**config.mk**
```make
export PLATFORM = sky130hd
export DESIGN_NAME = sfps_engine
export DESIGN_NICKNAME = d
export VERILOG_FILES = /design/src/sfps_engine.v /design/src/sfps_pin_sync.v
export VERILOG_INCLUDE_DIRS = /design/src
export SDC_FILE = /design/constraint.sdc
export NUM_CORES = 2
export LEC_CHECK = 0
export ABC_AREA = 1
export BUFFER_PORTS_ARGS = -buffer_cell sky130_fd_sc_hd__buf_2
export CORE_MARGIN = 1
export CORE_UTILIZATION = 40
export DETAILED_ROUTE_END_ITERATION = 6
export PLACE_DENSITY_LB_ADDON = 0.2
export SETUP_SLACK_MARGIN = 0.4
export SKIP_LAST_GASP = 1
export SYNTH_ARGS = -nofsm -noshare
export SYNTH_HDL_FRONTEND = slang
export SYNTH_SLANG_ARGS = --single-unit
```
**constraint.sdc**
```tcl
create_clock -name clk -period 11.3 [get_ports clk]
set_input_delay 0.565 -clock clk [delete_from_list [all_inputs] [get_ports clk]]
set_output_delay 0.565 -clock clk [all_outputs]
set_load 0.02 [all_outputs]
```
**src/sfps_map.vh**
```
// Opcodes, field positions and timing constants of the flash command engine
`ifndef SFPS_MAP_VH
`define SFPS_MAP_VH
`define SFPS_OP_READ_HS 8'h0B
`define SFPS_OP_READ_DO 8'h3B
`define SFPS_OP_READ_DIO 8'hBB
`define SFPS_OP_PROG 8'h02
`define SFPS_OP_SE_A 8'h20
`define SFPS_OP_SE_B 8'hD7
`define SFPS_OP_BE 8'hD8
`define SFPS_OP_CE_A 8'h60
`define SFPS_OP_CE_B 8'hC7
`define SFPS_OP_STATUS_READ_COMMAND 8'h05
`define SFPS_OP_WRITE_ENABLE_COMMAND 8'h06
`define SFPS_OP_WRDI 8'h04
`define SFPS_ADDR_W 24
`define SFPS_PAGE_BYTES 256
`define SFPS_SECTOR_LSB 12
`define SFPS_BLOCK_LSB 16
`define SFPS_ST_BUSY 0
`define SFPS_ST_WEL 1
`define SFPS_CLK_MHZ 100
`define SFPS_PP_TIME_US 800
`define SFPS_SE_TIME_US 40000
`define SFPS_BE_TIME_US 80000
`define SFPS_CE_TIME_US 500000
`endif

```
**src/sfps_engine.v**
```verilog
// SPI flash command engine: reads, page program, erases, status read
// What this block does
// - 0BH: opcode, address, dummy, then data
// - Read address increments, wraps to zero
// - 3BH: data out, odd lane one
// - BBH: address and dummy on two lanes
// - Dummy values ignored; host releases lanes
// - Dual input pairs sampled same rising edge
// - 02H: program starts at select rise
// - Partial final byte discarded
// - Only last 256 bytes kept
// - Page index wraps within the page
// - Protected targets ignored silently
// - 20H/D7H erase 4-Kbyte sector
// - D8H erases 64-Kbyte block
// - 60H/C7H chip erase unless protected
// - Erase launched by select rise
// - No write without write enable latch
// - Status read accepted while busy
// - Status byte repeats until select rise
// - Decode from select fall, MSB first
// - Early select rise abandons instruction
// - Write enable latch cleared on completion
`include "sfps_map.vh"
module sfps_engine #(
    parameter AW = 20,
    parameter PP_CYC = `SFPS_PP_TIME_US * `SFPS_CLK_MHZ,
    parameter SE_CYC = `SFPS_SE_TIME_US * `SFPS_CLK_MHZ,
    parameter BE_CYC = `SFPS_BE_TIME_US * `SFPS_CLK_MHZ,
    parameter CE_CYC = `SFPS_CE_TIME_US * `SFPS_CLK_MHZ
) (
    // Clock and reset
    input wire clk,
    input wire sys_rst,
    // Serial pins
    input wire chip_sel_n,
    input wire serial_clk,
    input wire serial_lane_zero_in,
    input wire serial_lane_one_in,
    output reg serial_lane_zero_out_r,
    output reg serial_lane_zero_oe_r,
    output reg serial_lane_one_out_r,
    output reg serial_lane_one_oe_r,
    // Protection and array port
    input wire [7:0] protect_bits,
    input wire [7:0] array_rdata,
    output reg [AW-1:0] array_addr_r,
    output reg [7:0] array_wdata_r,
    output reg array_prog_r,
    output reg array_erase_r,
    output reg [1:0] array_erase_kind_r,
    // Status
    output reg busy_r,
    output reg write_enable_latch_r
);
    ////////////////////////////////////////////////////////////////
    localparam S_OPC = 3'd0;
    localparam S_ADR = 3'd1;
    localparam S_DUM = 3'd2;
    localparam S_RD = 3'd3;
    localparam S_PDAT = 3'd4;
    localparam S_STAT = 3'd5;
    localparam S_IGN = 3'd6;
    localparam K_SECT = 2'd0;
    localparam K_BLK = 2'd1;
    localparam K_CHIP = 2'd2;
    localparam E_IDLE = 2'd0;
    localparam E_PROG = 2'd1;
    localparam E_ERASE = 2'd2;

    // Protected region decode, top or bottom fraction of the array
    function prot_hit;
        input [AW-1:0] a;
        input [7:0] pb;
        reg [3:0] lvl;
        reg [AW-1:0] lo;
        begin
            lvl = pb[5:2];
            lo = {AW{1'b0}};
            prot_hit = 1'b0;
            case (lvl[2:0])
                3'd1: lo = {4'hF, {(AW-4){1'b0}}};
                3'd2: lo = {4'hE, {(AW-4){1'b0}}};
                3'd3: lo = {4'hC, {(AW-4){1'b0}}};
                3'd4: lo = {4'h8, {(AW-4){1'b0}}};
                default: lo = {AW{1'b0}};
            endcase
            if (lvl[2:0] == 3'd0) begin
                prot_hit = 1'b0;
            end else if (lvl[2:0] >= 3'd5) begin
                prot_hit = 1'b1;
            end else if (!lvl[3]) begin
                prot_hit = (a >= lo);
            end else begin
                prot_hit = (a <= ~lo);
            end
        end
    endfunction

    ////////////////////////////////////////////////////////////////
    wire [3:0] pins;
    sfps_pin_sync #(.W(4)) u_sync (
        .clk(clk),
        .sys_rst(sys_rst),
        .pin({chip_sel_n, serial_clk, serial_lane_one_in, serial_lane_zero_in}),
        .rst_val(4'h8),
        .level_r(pins)
    );
    reg sck_q_r;
    reg cs_q_r;
    always @(posedge clk or posedge sys_rst) begin
        if (sys_rst) begin
            sck_q_r <= 1'b0;
            cs_q_r <= 1'b1;
        end else begin
            sck_q_r <= pins[2];
            cs_q_r <= pins[3];
        end
    end
    wire cs_n = pins[3];
    wire sck_rise = pins[2] & ~sck_q_r & ~cs_n;
    wire sck_fall = ~pins[2] & sck_q_r & ~cs_n;
    wire cs_rise = cs_n & ~cs_q_r;

    ////////////////////////////////////////////////////////////////
    reg [2:0] st_r;
    reg [7:0] opc_r;
    reg [7:0] sh_r;
    reg [4:0] cnt_r;
    reg [AW-1:0] addr_r;
    reg dual_in_r;
    reg dual_out_r;
    reg [7:0] dout_r;
    reg [7:0] page_mem [0:255];
    reg [255:0] page_vld_r;
    reg [7:0] pidx_r;
    reg pend_prog_r;
    reg pend_erase_r;
    reg [1:0] pend_kind_r;
    reg [1:0] ex_r;
    reg [31:0] tmr_r;
    reg [8:0] pcnt_r;
    wire [7:0] status_byte = {6'h00, write_enable_latch_r, busy_r};
    wire [4:0] last_cnt = dual_in_r ? 5'd3 : 5'd7;
    wire [7:0] sh_nxt = dual_in_r ? {sh_r[5:0], pins[1], pins[0]} : {sh_r[6:0], pins[0]};
    wire is_read = (opc_r == `SFPS_OP_READ_HS) || (opc_r == `SFPS_OP_READ_DO)
        || (opc_r == `SFPS_OP_READ_DIO);
    wire [7:0] opc_nxt = {sh_r[6:0], pins[0]};

    // Serial frame decode and shifting
    always @(posedge clk or posedge sys_rst) begin
        if (sys_rst) begin
            st_r <= S_OPC;
            opc_r <= 8'h00;
            sh_r <= 8'h00;
            cnt_r <= 5'd0;
            addr_r <= {AW{1'b0}};
            dual_in_r <= 1'b0;
            dual_out_r <= 1'b0;
            pidx_r <= 8'h00;
            page_vld_r <= {256{1'b0}};
            pend_prog_r <= 1'b0;
            pend_erase_r <= 1'b0;
            pend_kind_r <= K_SECT;
        end else if (cs_n) begin
            st_r <= S_OPC;
            cnt_r <= 5'd0;
            dual_in_r <= 1'b0;
            dual_out_r <= 1'b0;
            pend_prog_r <= 1'b0;
            pend_erase_r <= 1'b0;
        end else if (sck_rise) begin
            sh_r <= sh_nxt;
            cnt_r <= cnt_r + 5'd1;
            case (st_r)
                S_OPC: begin
                    if (cnt_r == 5'd7) begin
                        opc_r <= opc_nxt;
                        cnt_r <= 5'd0;
                        st_r <= S_IGN;
                        if (opc_nxt == `SFPS_OP_READ_HS || opc_nxt == `SFPS_OP_READ_DO) begin
                            st_r <= S_ADR;
                        end else if (opc_nxt == `SFPS_OP_READ_DIO) begin
                            st_r <= S_ADR;
                            dual_in_r <= 1'b1;
                        end else if (opc_nxt == `SFPS_OP_STATUS_READ_COMMAND) begin
                            st_r <= S_STAT;
                        end else if (opc_nxt == `SFPS_OP_PROG || opc_nxt == `SFPS_OP_SE_A
                            || opc_nxt == `SFPS_OP_SE_B || opc_nxt == `SFPS_OP_BE) begin
                            st_r <= S_ADR;
                        end else if ((opc_nxt == `SFPS_OP_CE_A || opc_nxt == `SFPS_OP_CE_B)
                            && protect_bits[4:2] == 3'd0) begin
                            pend_erase_r <= 1'b1;
                            pend_kind_r <= K_CHIP;
                        end else if (opc_nxt == `SFPS_OP_WRITE_ENABLE_COMMAND || opc_nxt == `SFPS_OP_WRDI) begin
                            pend_prog_r <= 1'b0;
                        end
                    end
                end
                S_ADR: begin
                    addr_r <= dual_in_r ? {addr_r[AW-3:0], pins[1], pins[0]}
                        : {addr_r[AW-2:0], pins[0]};
                    if (cnt_r == (dual_in_r ? 5'd11 : 5'd23)) begin
                        cnt_r <= 5'd0;
                        if (is_read) begin
                            st_r <= S_DUM;
                        end else if (opc_r == `SFPS_OP_PROG) begin
                            st_r <= S_PDAT;
                            pidx_r <= {addr_r[6:0], pins[0]};
                            page_vld_r <= {256{1'b0}};
                        end else begin
                            st_r <= S_IGN;
                            pend_erase_r <= 1'b1;
                            pend_kind_r <= (opc_r == `SFPS_OP_BE) ? K_BLK : K_SECT;
                        end
                    end
                end
                S_DUM: begin
                    if (cnt_r == last_cnt) begin
                        cnt_r <= 5'd0;
                        st_r <= S_RD;
                        dual_out_r <= (opc_r != `SFPS_OP_READ_HS);
                    end
                end
                S_PDAT: begin
                    if (cnt_r == 5'd7) begin
                        cnt_r <= 5'd0;
                        page_mem[pidx_r] <= opc_nxt;
                        page_vld_r[pidx_r] <= 1'b1;
                        pidx_r <= pidx_r + 8'h01;
                        pend_prog_r <= 1'b1;
                    end
                end
                S_STAT: begin
                    if (cnt_r == 5'd7) begin
                        cnt_r <= 5'd0;
                    end
                end
                S_RD: begin
                    if (cnt_r == (dual_out_r ? 5'd3 : 5'd7)) begin
                        cnt_r <= 5'd0;
                        addr_r <= addr_r + {{(AW-1){1'b0}}, 1'b1};
                    end
                end
                default: begin
                    cnt_r <= 5'd0;
                end
            endcase
        end
    end

    ////////////////////////////////////////////////////////////////
    // Output shifting on falling edges
    always @(posedge clk or posedge sys_rst) begin
        if (sys_rst) begin
            dout_r <= 8'h00;
            serial_lane_zero_out_r <= 1'b0;
            serial_lane_one_out_r <= 1'b0;
            serial_lane_zero_oe_r <= 1'b0;
            serial_lane_one_oe_r <= 1'b0;
        end else if (cs_n) begin
            serial_lane_zero_oe_r <= 1'b0;
            serial_lane_one_oe_r <= 1'b0;
        end else if (sck_fall && (st_r == S_RD || st_r == S_STAT)) begin
            if (cnt_r == 5'd0) begin
                dout_r <= (st_r == S_STAT) ? status_byte : array_rdata;
                if (dual_out_r) begin
                    serial_lane_one_out_r <= (st_r == S_STAT) ? status_byte[7] : array_rdata[7];
                    serial_lane_zero_out_r <= (st_r == S_STAT) ? status_byte[6] : array_rdata[6];
                end else begin
                    serial_lane_one_out_r <= (st_r == S_STAT) ? status_byte[7] : array_rdata[7];
                end
            end else if (dual_out_r) begin
                serial_lane_one_out_r <= dout_r[7 - {cnt_r[1:0], 1'b0}];
                serial_lane_zero_out_r <= dout_r[6 - {cnt_r[1:0], 1'b0}];
            end else begin
                serial_lane_one_out_r <= dout_r[3'd7 - cnt_r[2:0]];
            end
            serial_lane_one_oe_r <= 1'b1;
            serial_lane_zero_oe_r <= dual_out_r;
        end
    end

    ////////////////////////////////////////////////////////////////
    // Self-timed program and erase
    wire [AW-1:0] page_base = {addr_r[AW-1:8], 8'h00};
    always @(posedge clk or posedge sys_rst) begin
        if (sys_rst) begin
            ex_r <= E_IDLE;
            tmr_r <= 32'd0;
            pcnt_r <= 9'd0;
            busy_r <= 1'b0;
            write_enable_latch_r <= 1'b0;
            array_addr_r <= {AW{1'b0}};
            array_wdata_r <= 8'hFF;
            array_prog_r <= 1'b0;
            array_erase_r <= 1'b0;
            array_erase_kind_r <= K_SECT;
        end else begin
            array_prog_r <= 1'b0;
            array_erase_r <= 1'b0;
            if (!busy_r) begin
                array_addr_r <= addr_r;
            end
            case (ex_r)
                E_IDLE: begin
                    if (cs_rise && !busy_r && opc_r == `SFPS_OP_WRITE_ENABLE_COMMAND && st_r == S_IGN) begin
                        write_enable_latch_r <= 1'b1;
                    end else if (cs_rise && !busy_r && opc_r == `SFPS_OP_WRDI && st_r == S_IGN) begin
                        write_enable_latch_r <= 1'b0;
                    end else if (cs_rise && !busy_r && write_enable_latch_r) begin
                        if (pend_prog_r && !prot_hit(addr_r, protect_bits)) begin
                            ex_r <= E_PROG;
                            busy_r <= 1'b1;
                            pcnt_r <= 9'd0;
                            tmr_r <= PP_CYC;
                        end else if (pend_erase_r && (pend_kind_r == K_CHIP
                            || !prot_hit(addr_r, protect_bits))) begin
                            ex_r <= E_ERASE;
                            busy_r <= 1'b1;
                            array_erase_r <= 1'b1;
                            array_erase_kind_r <= pend_kind_r;
                            if (pend_kind_r == K_SECT) begin
                                array_addr_r <= {addr_r[AW-1:`SFPS_SECTOR_LSB],
                                    {`SFPS_SECTOR_LSB{1'b0}}};
                                tmr_r <= SE_CYC;
                            end else if (pend_kind_r == K_BLK) begin
                                array_addr_r <= {addr_r[AW-1:`SFPS_BLOCK_LSB],
                                    {`SFPS_BLOCK_LSB{1'b0}}};
                                tmr_r <= BE_CYC;
                            end else begin
                                array_addr_r <= {AW{1'b0}};
                                tmr_r <= CE_CYC;
                            end
                        end
                    end
                end
                E_PROG: begin
                    if (pcnt_r < 9'd256) begin
                        pcnt_r <= pcnt_r + 9'd1;
                        if (page_vld_r[pcnt_r[7:0]]) begin
                            array_prog_r <= 1'b1;
                            array_addr_r <= page_base | {{(AW-8){1'b0}}, pcnt_r[7:0]};
                            array_wdata_r <= page_mem[pcnt_r[7:0]];
                        end
                    end
                    if (tmr_r <= 32'd1) begin
                        ex_r <= E_IDLE;
                        busy_r <= 1'b0;
                        write_enable_latch_r <= 1'b0;
                    end else begin
                        tmr_r <= tmr_r - 32'd1;
                    end
                end
                default: begin
                    if (tmr_r <= 32'd1) begin
                        ex_r <= E_IDLE;
                        busy_r <= 1'b0;
                        write_enable_latch_r <= 1'b0;
                    end else begin
                        tmr_r <= tmr_r - 32'd1;
                    end
                end
            endcase
        end
    end
endmodule // sfps_engine

```
**src/sfps_pin_sync.v**
```verilog
// Three-flop pin synchroniser with agreement filter
module sfps_pin_sync #(
    parameter W = 4
) (
    // Clock and reset
    input wire clk,
    input wire sys_rst,
    // Pins and filtered levels
    input wire [W-1:0] pin,
    input wire [W-1:0] rst_val,
    output reg [W-1:0] level_r
);
    reg [W-1:0] s1_r;
    reg [W-1:0] s2_r;
    reg [W-1:0] s3_r;
    integer i;
    always @(posedge clk or posedge sys_rst) begin
        if (sys_rst) begin
            s1_r <= {W{1'b0}};
            s2_r <= {W{1'b0}};
            s3_r <= {W{1'b0}};
        end else begin
            s1_r <= pin;
            s2_r <= s1_r;
            s3_r <= s2_r;
        end
    end
    // Change counts only once stages two and three agree
    reg init_r;
    always @(posedge clk or posedge sys_rst) begin
        if (sys_rst) begin
            level_r <= {W{1'b0}};
            init_r <= 1'b0;
        end else if (!init_r) begin
            level_r <= rst_val;
            init_r <= 1'b1;
        end else begin
            for (i = 0; i < W; i = i + 1) begin
                if (s2_r[i] == s3_r[i]) begin
                    level_r[i] <= s3_r[i];
                end
            end
        end
    end
endmodule // sfps_pin_sync

```
Yosys cells after proc, flatten, opt, wreduce, memory -nomap -nowiden --
Memory sizes are Yosys's and may differ from the RTL's. A register that Yosys moved wholly into a read port is not among the register bits. Cells that the tools add are included.
Storage, ports and cells: word-level logic and storage cells 408, output and inout bits 38, RAM bits 2048, bits in registers 413, memories 1, input port bits 22
Operators by class: bitwise gates (word level) 16, $lt $le $gt $ge 13, multiplexer cells 189, equality and inequality tests 79, $add $sub $neg 8, reductions and logical operators 66
Memory list:
- page_mem | words 256, width 8, read ports 1, clocked after memory_dff 1, write ports 1, RTL line sfps_engine.v:134 | reg [7:0] page_mem [0:255];
Operators with widths (count):
- 2-to-1 mux 256 bit | 4
- case mux 256 bit (2 select lines) | 1
- 2-to-1 mux 20 bit | 21
- bitwise OR 256 bit | 1
- 2-to-1 mux 32 bit | 7
- 2-to-1 mux 1 bit | 91
- case mux 20 bit (2 select lines) | 2
- case mux 20 bit (4 select lines) | 1
- < comparator 32 x 4 -> 1 bit, second input constant | 2
- 2-to-1 mux 26 bit | 2
- equality test 8 bit, second input constant | 6
- 2-to-1 mux 9 bit | 5
- != test 2 bit, second input constant | 21
- equality test 8 x 3 -> 1 bit, second input constant | 5
- greater-or-equal comparator 20 bit | 2
- <= comparator 20 bit | 2
- 2-to-1 mux 8 bit | 5
- inverter 20 bit | 2
- != test 3 x 2 -> 1 bit, second input constant | 13
- 2-to-1 mux 3 bit | 12
- 2-to-1 mux 5 bit | 7
- 2-to-1 mux 2 bit | 17
- <= comparator 32 x 1 -> 1 bit, second input constant | 1
- subtractor 32 x 1 -> 32 bit, second input constant | 1
- 60 further kinds | 140

Logic depth before layout (Yosys ltp) --
depth after elaboration 43, mapped depth 22, mapped depth without buffers 22

By module --
Synthesis repeated with hierarchy kept, for this count alone.
Second synthesis, totals: cell total of the unflattened synthesis 9383, area total of the unflattened synthesis 104785.5 sq um
By module, submodules not included:
- sfps_engine | cells each 9331, instances 1, area an instance 104228.7 sq um
- sfps_pin_sync | cells each 52, instances 1, area an instance 556.8 sq um

Worst setup path after synthesis --
No wires, ideal clock.
path kind input to register, from input sys_rst, to memory page_mem[159][0], enable pin, setup time 0.395 ns, arrival 11.508 ns, stages 4, path slack -0.602 ns, required time 10.905 ns, cell sequence inv_1 > nand3_1 > clkbuf_1 > nor4_1
Between the ends: word-level cells in the longest chain between the ends 3
RTL lines:
- start: declaration | RTL line sfps_engine.v:34 | input wire sys_rst,
- zero test 1 bit (no source line)
- logical AND 1 bit (implied by the code) | RTL line sfps_engine.v:228 | page_mem[pidx_r] <= opc_nxt;
- 2-to-1 mux 1 bit (implied by the code) | RTL line sfps_engine.v:228
- end: declaration | RTL line sfps_engine.v:134
No other way between the ends.

Worst setup path in the final report --
from register pcnt_r[2], to register array_wdata_r[3], read port of page_mem
Between the ends: word-level cells in the longest chain between the ends 3, elaborated cells between the ends (all ways) 4
RTL lines:
- start: declaration | RTL line sfps_engine.v:142 | reg [8:0] pcnt_r;
- start signal: assignment | RTL line sfps_engine.v:340 | pcnt_r <= pcnt_r + 9'd1;
- binary-select mux 1 bit (select 8 bit) | RTL line sfps_engine.v:341 | if (page_vld_r[pcnt_r[7:0]]) begin
- 2-to-1 mux 1 bit (implied by the code) | RTL line sfps_engine.v:341
- AND reduction 3 bit (no source line)
- end: declaration | RTL line sfps_engine.v:48 | output reg [7:0] array_wdata_r,
Several ways; a longest one is shown, not always the timed one. The select of a mux whose other input is x is not followed. A chain may end at the register's enable or synchronous reset.

==> impl_results.html <==
<table>
<tr><th>Metric</th><th>Value</th></tr>
<tr><th colspan="2">Status</th></tr>
<tr><td>Outcome</td><td>complete, but fails checks</td></tr>
<tr><td>Violations in the final reports</td><td>design-rule violations</td></tr>
<tr><th colspan="2">Critical path</th></tr>
<tr><td>Setup crit end kind</td><td>register</td></tr>
<tr><td>Peak fanout along the critical path</td><td>50</td></tr>
<tr><td>CP Cell Sequence</td><td>nand2_2, inv_6, buf_4, buf_4, nand3_1, nand2_1, a21oi_1, nand2_1, nand3_1, nand3_1, nand3_4, nand2_4, nand2_2, inv_2, nand3b_1, nand2_1</td></tr>
<tr><td>Critical Path Source Type</td><td>register</td></tr>
<tr><td>Critical Path RT</td><td>approximately 12,000 ps</td></tr>
<tr><td>Cell with the largest stage delay on the worst path</td><td>dfrtp_4</td></tr>
<tr><td>Crit path DAT</td><td>slightly above 7000 ps</td></tr>
<tr><td>Biggest cell delay along the critical path</td><td>just over 900 ps</td></tr>
<tr><td>CP Class</td><td>register to register</td></tr>
<tr><th colspan="2">Final layout</th></tr>
<tr><td>Area of the multi-input gates</td><td>~0.028 mm^2</td></tr>
<tr><td>Fraction of final layout cells sized beyond drive strength 1</td><td>around 7.4%</td></tr>
<tr><td>Most frequent cells in the layout</td><td>edfxtp_1 (2,048), nor2_1 (1,584), nand2_1 (1,073), o21ai_0 (1,069), nand3_1 (654)</td></tr>
<tr><td>FF/Latch Area</td><td>approximately 0.072 mm^2</td></tr>
<tr><td>Area grow syn2layout</td><td>10.53%</td></tr>
<tr><td>Final nets</td><td>just over 9,000</td></tr>
<tr><td>Fill count</td><td>around 24,000</td></tr>
<tr><td>Most frequent standard cell in the layout excluding fill and tap cells</td><td>edfxtp_1</td></tr>
<tr><th colspan="2">Clock network</th></tr>
<tr><td>Insertion delay to the later sink of the worst-skew pair</td><td>950 ps</td></tr>
<tr><td>Number of post-CTS setup repair buffers</td><td>0</td></tr>
<tr><td>Number of sinks handled by clock tree synthesis</td><td>about 2,500</td></tr>
<tr><td>Master cell of the clock root buffer</td><td>clkbuf_16</td></tr>
<tr><td>Post_cts resized</td><td>0</td></tr>
<tr><td>H-tree levels</td><td>5</td></tr>
<tr><td>CTS tree</td><td>yes</td></tr>
<tr><td>Clock-pin slew on the worst setup and hold paths</td><td>roughly 60 ps</td></tr>
<tr><td>Number of clock buffers inserted by TritonCTS</td><td>roughly 280</td></tr>
<tr><td>Maximum count of clock buffers along a single path</td><td>4</td></tr>
<tr><th colspan="2">Power</th></tr>
<tr><td>Static power due to leakage</td><td>roughly 40 nW</td></tr>
<tr><td>Worst vdd rail ir drop</td><td>about 0.00015 V</td></tr>
<tr><td>Pwr per Cell Area</td><td>around 160 mW/mm^2</td></tr>
<tr><td>Post-route total power</td><td>between 15 and 20 mW</td></tr>
<tr><th colspan="2">Timing</th></tr>
<tr><td>Max-slew violation total from the final report</td><td>0</td></tr>
<tr><td>Worst clock skew</td><td>between 70 and 80 ps</td></tr>
<tr><td>Final count of hold timing violations</td><td>0</td></tr>
<tr><td>Worst-case setup margin in the final layout</td><td>between 5000 and 6000 ps</td></tr>
<tr><td>Worst max-slew margin expressed relative to the limit</td><td>15.23%</td></tr>
<tr><td>Slew at the pin closest to its max-slew limit</td><td>roughly 1300 ps</td></tr>
<tr><td>Highest attainable clock frequency</td><td>between 150 and 200 MHz</td></tr>
<tr><td>Sum Neg Setup Slack</td><td>0 ps</td></tr>
<tr><td>Finish-stage setup viols</td><td>0</td></tr>
<tr><td>Setup repair after global routing missed its margin</td><td>no</td></tr>
<tr><td>Period utilisation layout</td><td>a little under three fifths</td></tr>
<tr><td>Final period demand of the worst path</td><td>around 6200 ps</td></tr>
<tr><th colspan="2">Logic synthesis</th></tr>
<tr><td>Post-synthesis sequential area ratio</td><td>between 60% and 70%</td></tr>
<tr><td>Post-Syn Area</td><td>0.1052 mm^2</td></tr>
<tr><td>Count of yosys warnings during synthesis</td><td>0</td></tr>
<tr><td>Synth Register Bits</td><td>between 2,000 and 2,500</td></tr>
<tr><td>Cell variety after synth</td><td>between 60 and 70</td></tr>
<tr><td>Syn Nets</td><td>around 9,400</td></tr>
<tr><td>Mapped Cells</td><td>roughly 9,300</td></tr>
<tr><td>Mean cell area of the mapped netlist</td><td>11.26 um^2</td></tr>
<tr><td>Async SR Flop Fraction</td><td>between 10% and 20%</td></tr>
<tr><td>Number of enable-type register cells in the synthesized netlist</td><td>between 2,000 and 2,500</td></tr>
<tr><td>Flip-flop cell with the highest count after synthesis</td><td>edfxtp_1</td></tr>
<tr><th colspan="2">Place</th></tr>
<tr><td>HPWL after DPL</td><td>between 150,000 and 200,000 um</td></tr>
<tr><td>Global placement routability congestion</td><td>about 0.84</td></tr>
<tr><td>Post-Place Worst Slack</td><td>~5200 ps</td></tr>
<tr><td>PortBufs</td><td>55</td></tr>
<tr><th colspan="2">Drt</th></tr>
<tr><td>Drt drc</td><td>3</td></tr>
<tr><td>Antenna viol nets, final</td><td>0</td></tr>
<tr><td>Routed via count divided by cell count</td><td>5.685</td></tr>
<tr><td>Via count</td><td>about 73,000</td></tr>
<tr><td>Count of TritonRoute iterations in the first routing pass</td><td>7</td></tr>
<tr><td>Drt total wl</td><td>about 310,000 um</td></tr>
<tr><td>Detailed Route Iter0 Violations</td><td>7,660</td></tr>
<tr><td>Routed wire length per instance</td><td>between 20 and 25 um</td></tr>
<tr><th colspan="2">Hold path</th></tr>
<tr><td>Class of the tightest hold or removal check</td><td>input pin to register</td></tr>
<tr><th colspan="2">Global routing</th></tr>
<tr><td>Residual overflow from global routing</td><td>0</td></tr>
<tr><td>Via count of the first global-routing pass</td><td>roughly 70,000</td></tr>
<tr><td>Largest net degree at the start of global routing</td><td>about 210</td></tr>
<tr><td>Number of antenna violations at the first check in global routing</td><td>7</td></tr>
<tr><td>Total global routing track utilization</td><td>about a quarter</td></tr>
<tr><td>First-pass GRT wire length</td><td>approximately 460,000 um</td></tr>
<tr><th colspan="2">Run</th></tr>
<tr><td>Number of max-cap violations</td><td>0</td></tr>
<tr><th colspan="2">Floorplanning</th></tr>
<tr><td>Initial standard-cell utilization of the core</td><td>a little over 40%</td></tr>
<tr><td>Count of boundary I/O pins</td><td>60</td></tr>
<tr><td>Height of the chip</td><td>a little over 500 um</td></tr>
<tr><td>Count of standard-cell rows</td><td>187</td></tr>
<tr><td>Die Width</td><td>~500 um</td></tr>
<tr><td>Area of the core</td><td>0.2606 mm^2</td></tr>
<tr><td>Floorplan die area</td><td>between 0.2 and 0.3 mm^2</td></tr>
</table>
-- power by group --
| part | switching (mW) | total [mW] | internal [mW] | leakage (nW) |
|---|---|---|---|---|
| sequential | 0.0270 | 9.85 | 9.82 | 24.3 |
| combinational | 0.155 | 0.185 | 0.0299 | 10.8 |
| clock | 3.58 | 8.55 | 4.97 | 4.14 |
-- kinds of logic (layout without fill, tap and decap cells) --
family          count (synthesis)  count (layout)  share of synthesized area [%]
simple gates                 3465            3465                          13.53
flops                        2469            2469                          68.46
compound gates               2307            2307                          12.73
buf+inv                      1065            1067                          4.871
xor+xnor                       22              22                         0.1831
fa+ha+maj                      17              17                         0.2021
mux                             2               2                        0.02378
other cells                     1               3                       0.003564
-- layout make-up --
class | instances | share of cell area, %
Sequential cell | 2469 | 61.98
Multi-Input combinational cell | 5814 | 24.36
Clock buffer | 367 | 6.531
Tap cell | 3496 | 3.761
Timing Repair Buffer | 211 | 1.401
Inverter | 370 | 1.242
Clock inverter | 119 | 0.7261
Antenna cell | 2 | 0.004303
-- synthesized netlist by cell type, drive strengths merged, types with 2 or more instances --
| master | number | area share, % |
|---|---|---|
| edfxtp | 2048 | 58 |
| nor2 | 1625 | 5.9 |
| o21ai | 1197 | 5.7 |
| nand2 | 1087 | 3.9 |
| nand3 | 661 | 3.2 |
| dfrtp | 412 | 9.8 |
| buf | 383 | 2.4 |
| inv | 365 | 1.3 |
| a21oi | 354 | 1.7 |
| clkbuf | 312 | 1.1 |
| o22ai | 283 | 1.7 |
| o211ai | 169 | 1.2 |
| o221ai | 143 | 1.2 |
| a2bb2oi | 95 | 0.79 |
| nand4 | 30 | 0.18 |
| nor4 | 27 | 0.16 |
| a31oi | 25 | 0.15 |
| xor2 | 21 | 0.17 |
| ha | 17 | 0.20 |
| nor3 | 17 | 0.096 |
| or2 | 10 | 0.059 |
| dfstp | 9 | 0.22 |
| a22oi | 7 | 0.050 |
| o31ai | 7 | 0.055 |
| clkinv | 5 | 0.018 |
| a211oi | 4 | 0.029 |
| nand3b | 4 | 0.029 |
| a21boi | 3 | 0.025 |
| a221oi | 3 | 0.025 |
| and3 | 3 | 0.018 |
| o21bai | 3 | 0.021 |
| a31o | 2 | 0.017 |
| a32oi | 2 | 0.017 |
| o21a | 2 | 0.014 |
| o311ai | 2 | 0.017 |
| o32ai | 2 | 0.017 |
-- metal layers --
layer	track usage [%]	part of all wire [%]	up-vias	routed length, um
met1	32.46	43	36727	134800
met2	36.85	46	2721	146100
met3	3.967	7.5	502	23620
met5	0	0.0038	-	12
li1	-	-	33094	-
met4	7.565	3.1	2	9817
-- repair_timing --
action / in CTS / in global routing
hold endpoints to repair: 37 / 0
hold buffers: 13 / 0
setup endpoints to repair: 0 / 0
-- flip-flops by register name (all words and copies together), names as in the netlist, 9 cells and up --
register / cells
pcnt_r: 9
page_vld_r: 256
page_mem: 2048
tmr_r: 32
array_addr_r: 20
addr_r: 20
-- critical path, delay by kind of cell, from the launching register on --
kind | cells | cell delay [ps]
simple gates | 11 | 2530
flops | 1 | 910
buf+inv | 4 | 2530
compound gates | 1 | 50
-- worst paths after layout --
check                                   start          endpoint  slack (ps)  cells past startpoint
max                                 pcnt_r[2]  array_wdata_r[3]        5070                     16
min                        serial_lane_one_in    u_sync.s1_r[1]         290                      2
max reg2reg                         pcnt_r[2]  array_wdata_r[3]        5070                     16
min reg2reg                    u_sync.s1_r[2]    u_sync.s2_r[2]         340                      0
max in group asynchronous             sys_rst   page_vld_r[135]        8800                      5
min in group asynchronous             sys_rst      array_prog_r         300                      3
-- metrics by stage --
stage               utilization, %  instances  instance area [um^2]  hold WS [ps]
floorplan                        -       9348                105200         331.2
global route                 44.62      12847                116300         277.2
finish                       44.62      12848                116300         294.7
detailed placement           41.33      12347                107700         335.5
CTS                          44.62      12846                116300         232.2
global placement             41.33      12347                107700         332.3
Power figures use the tool's default switching activity.
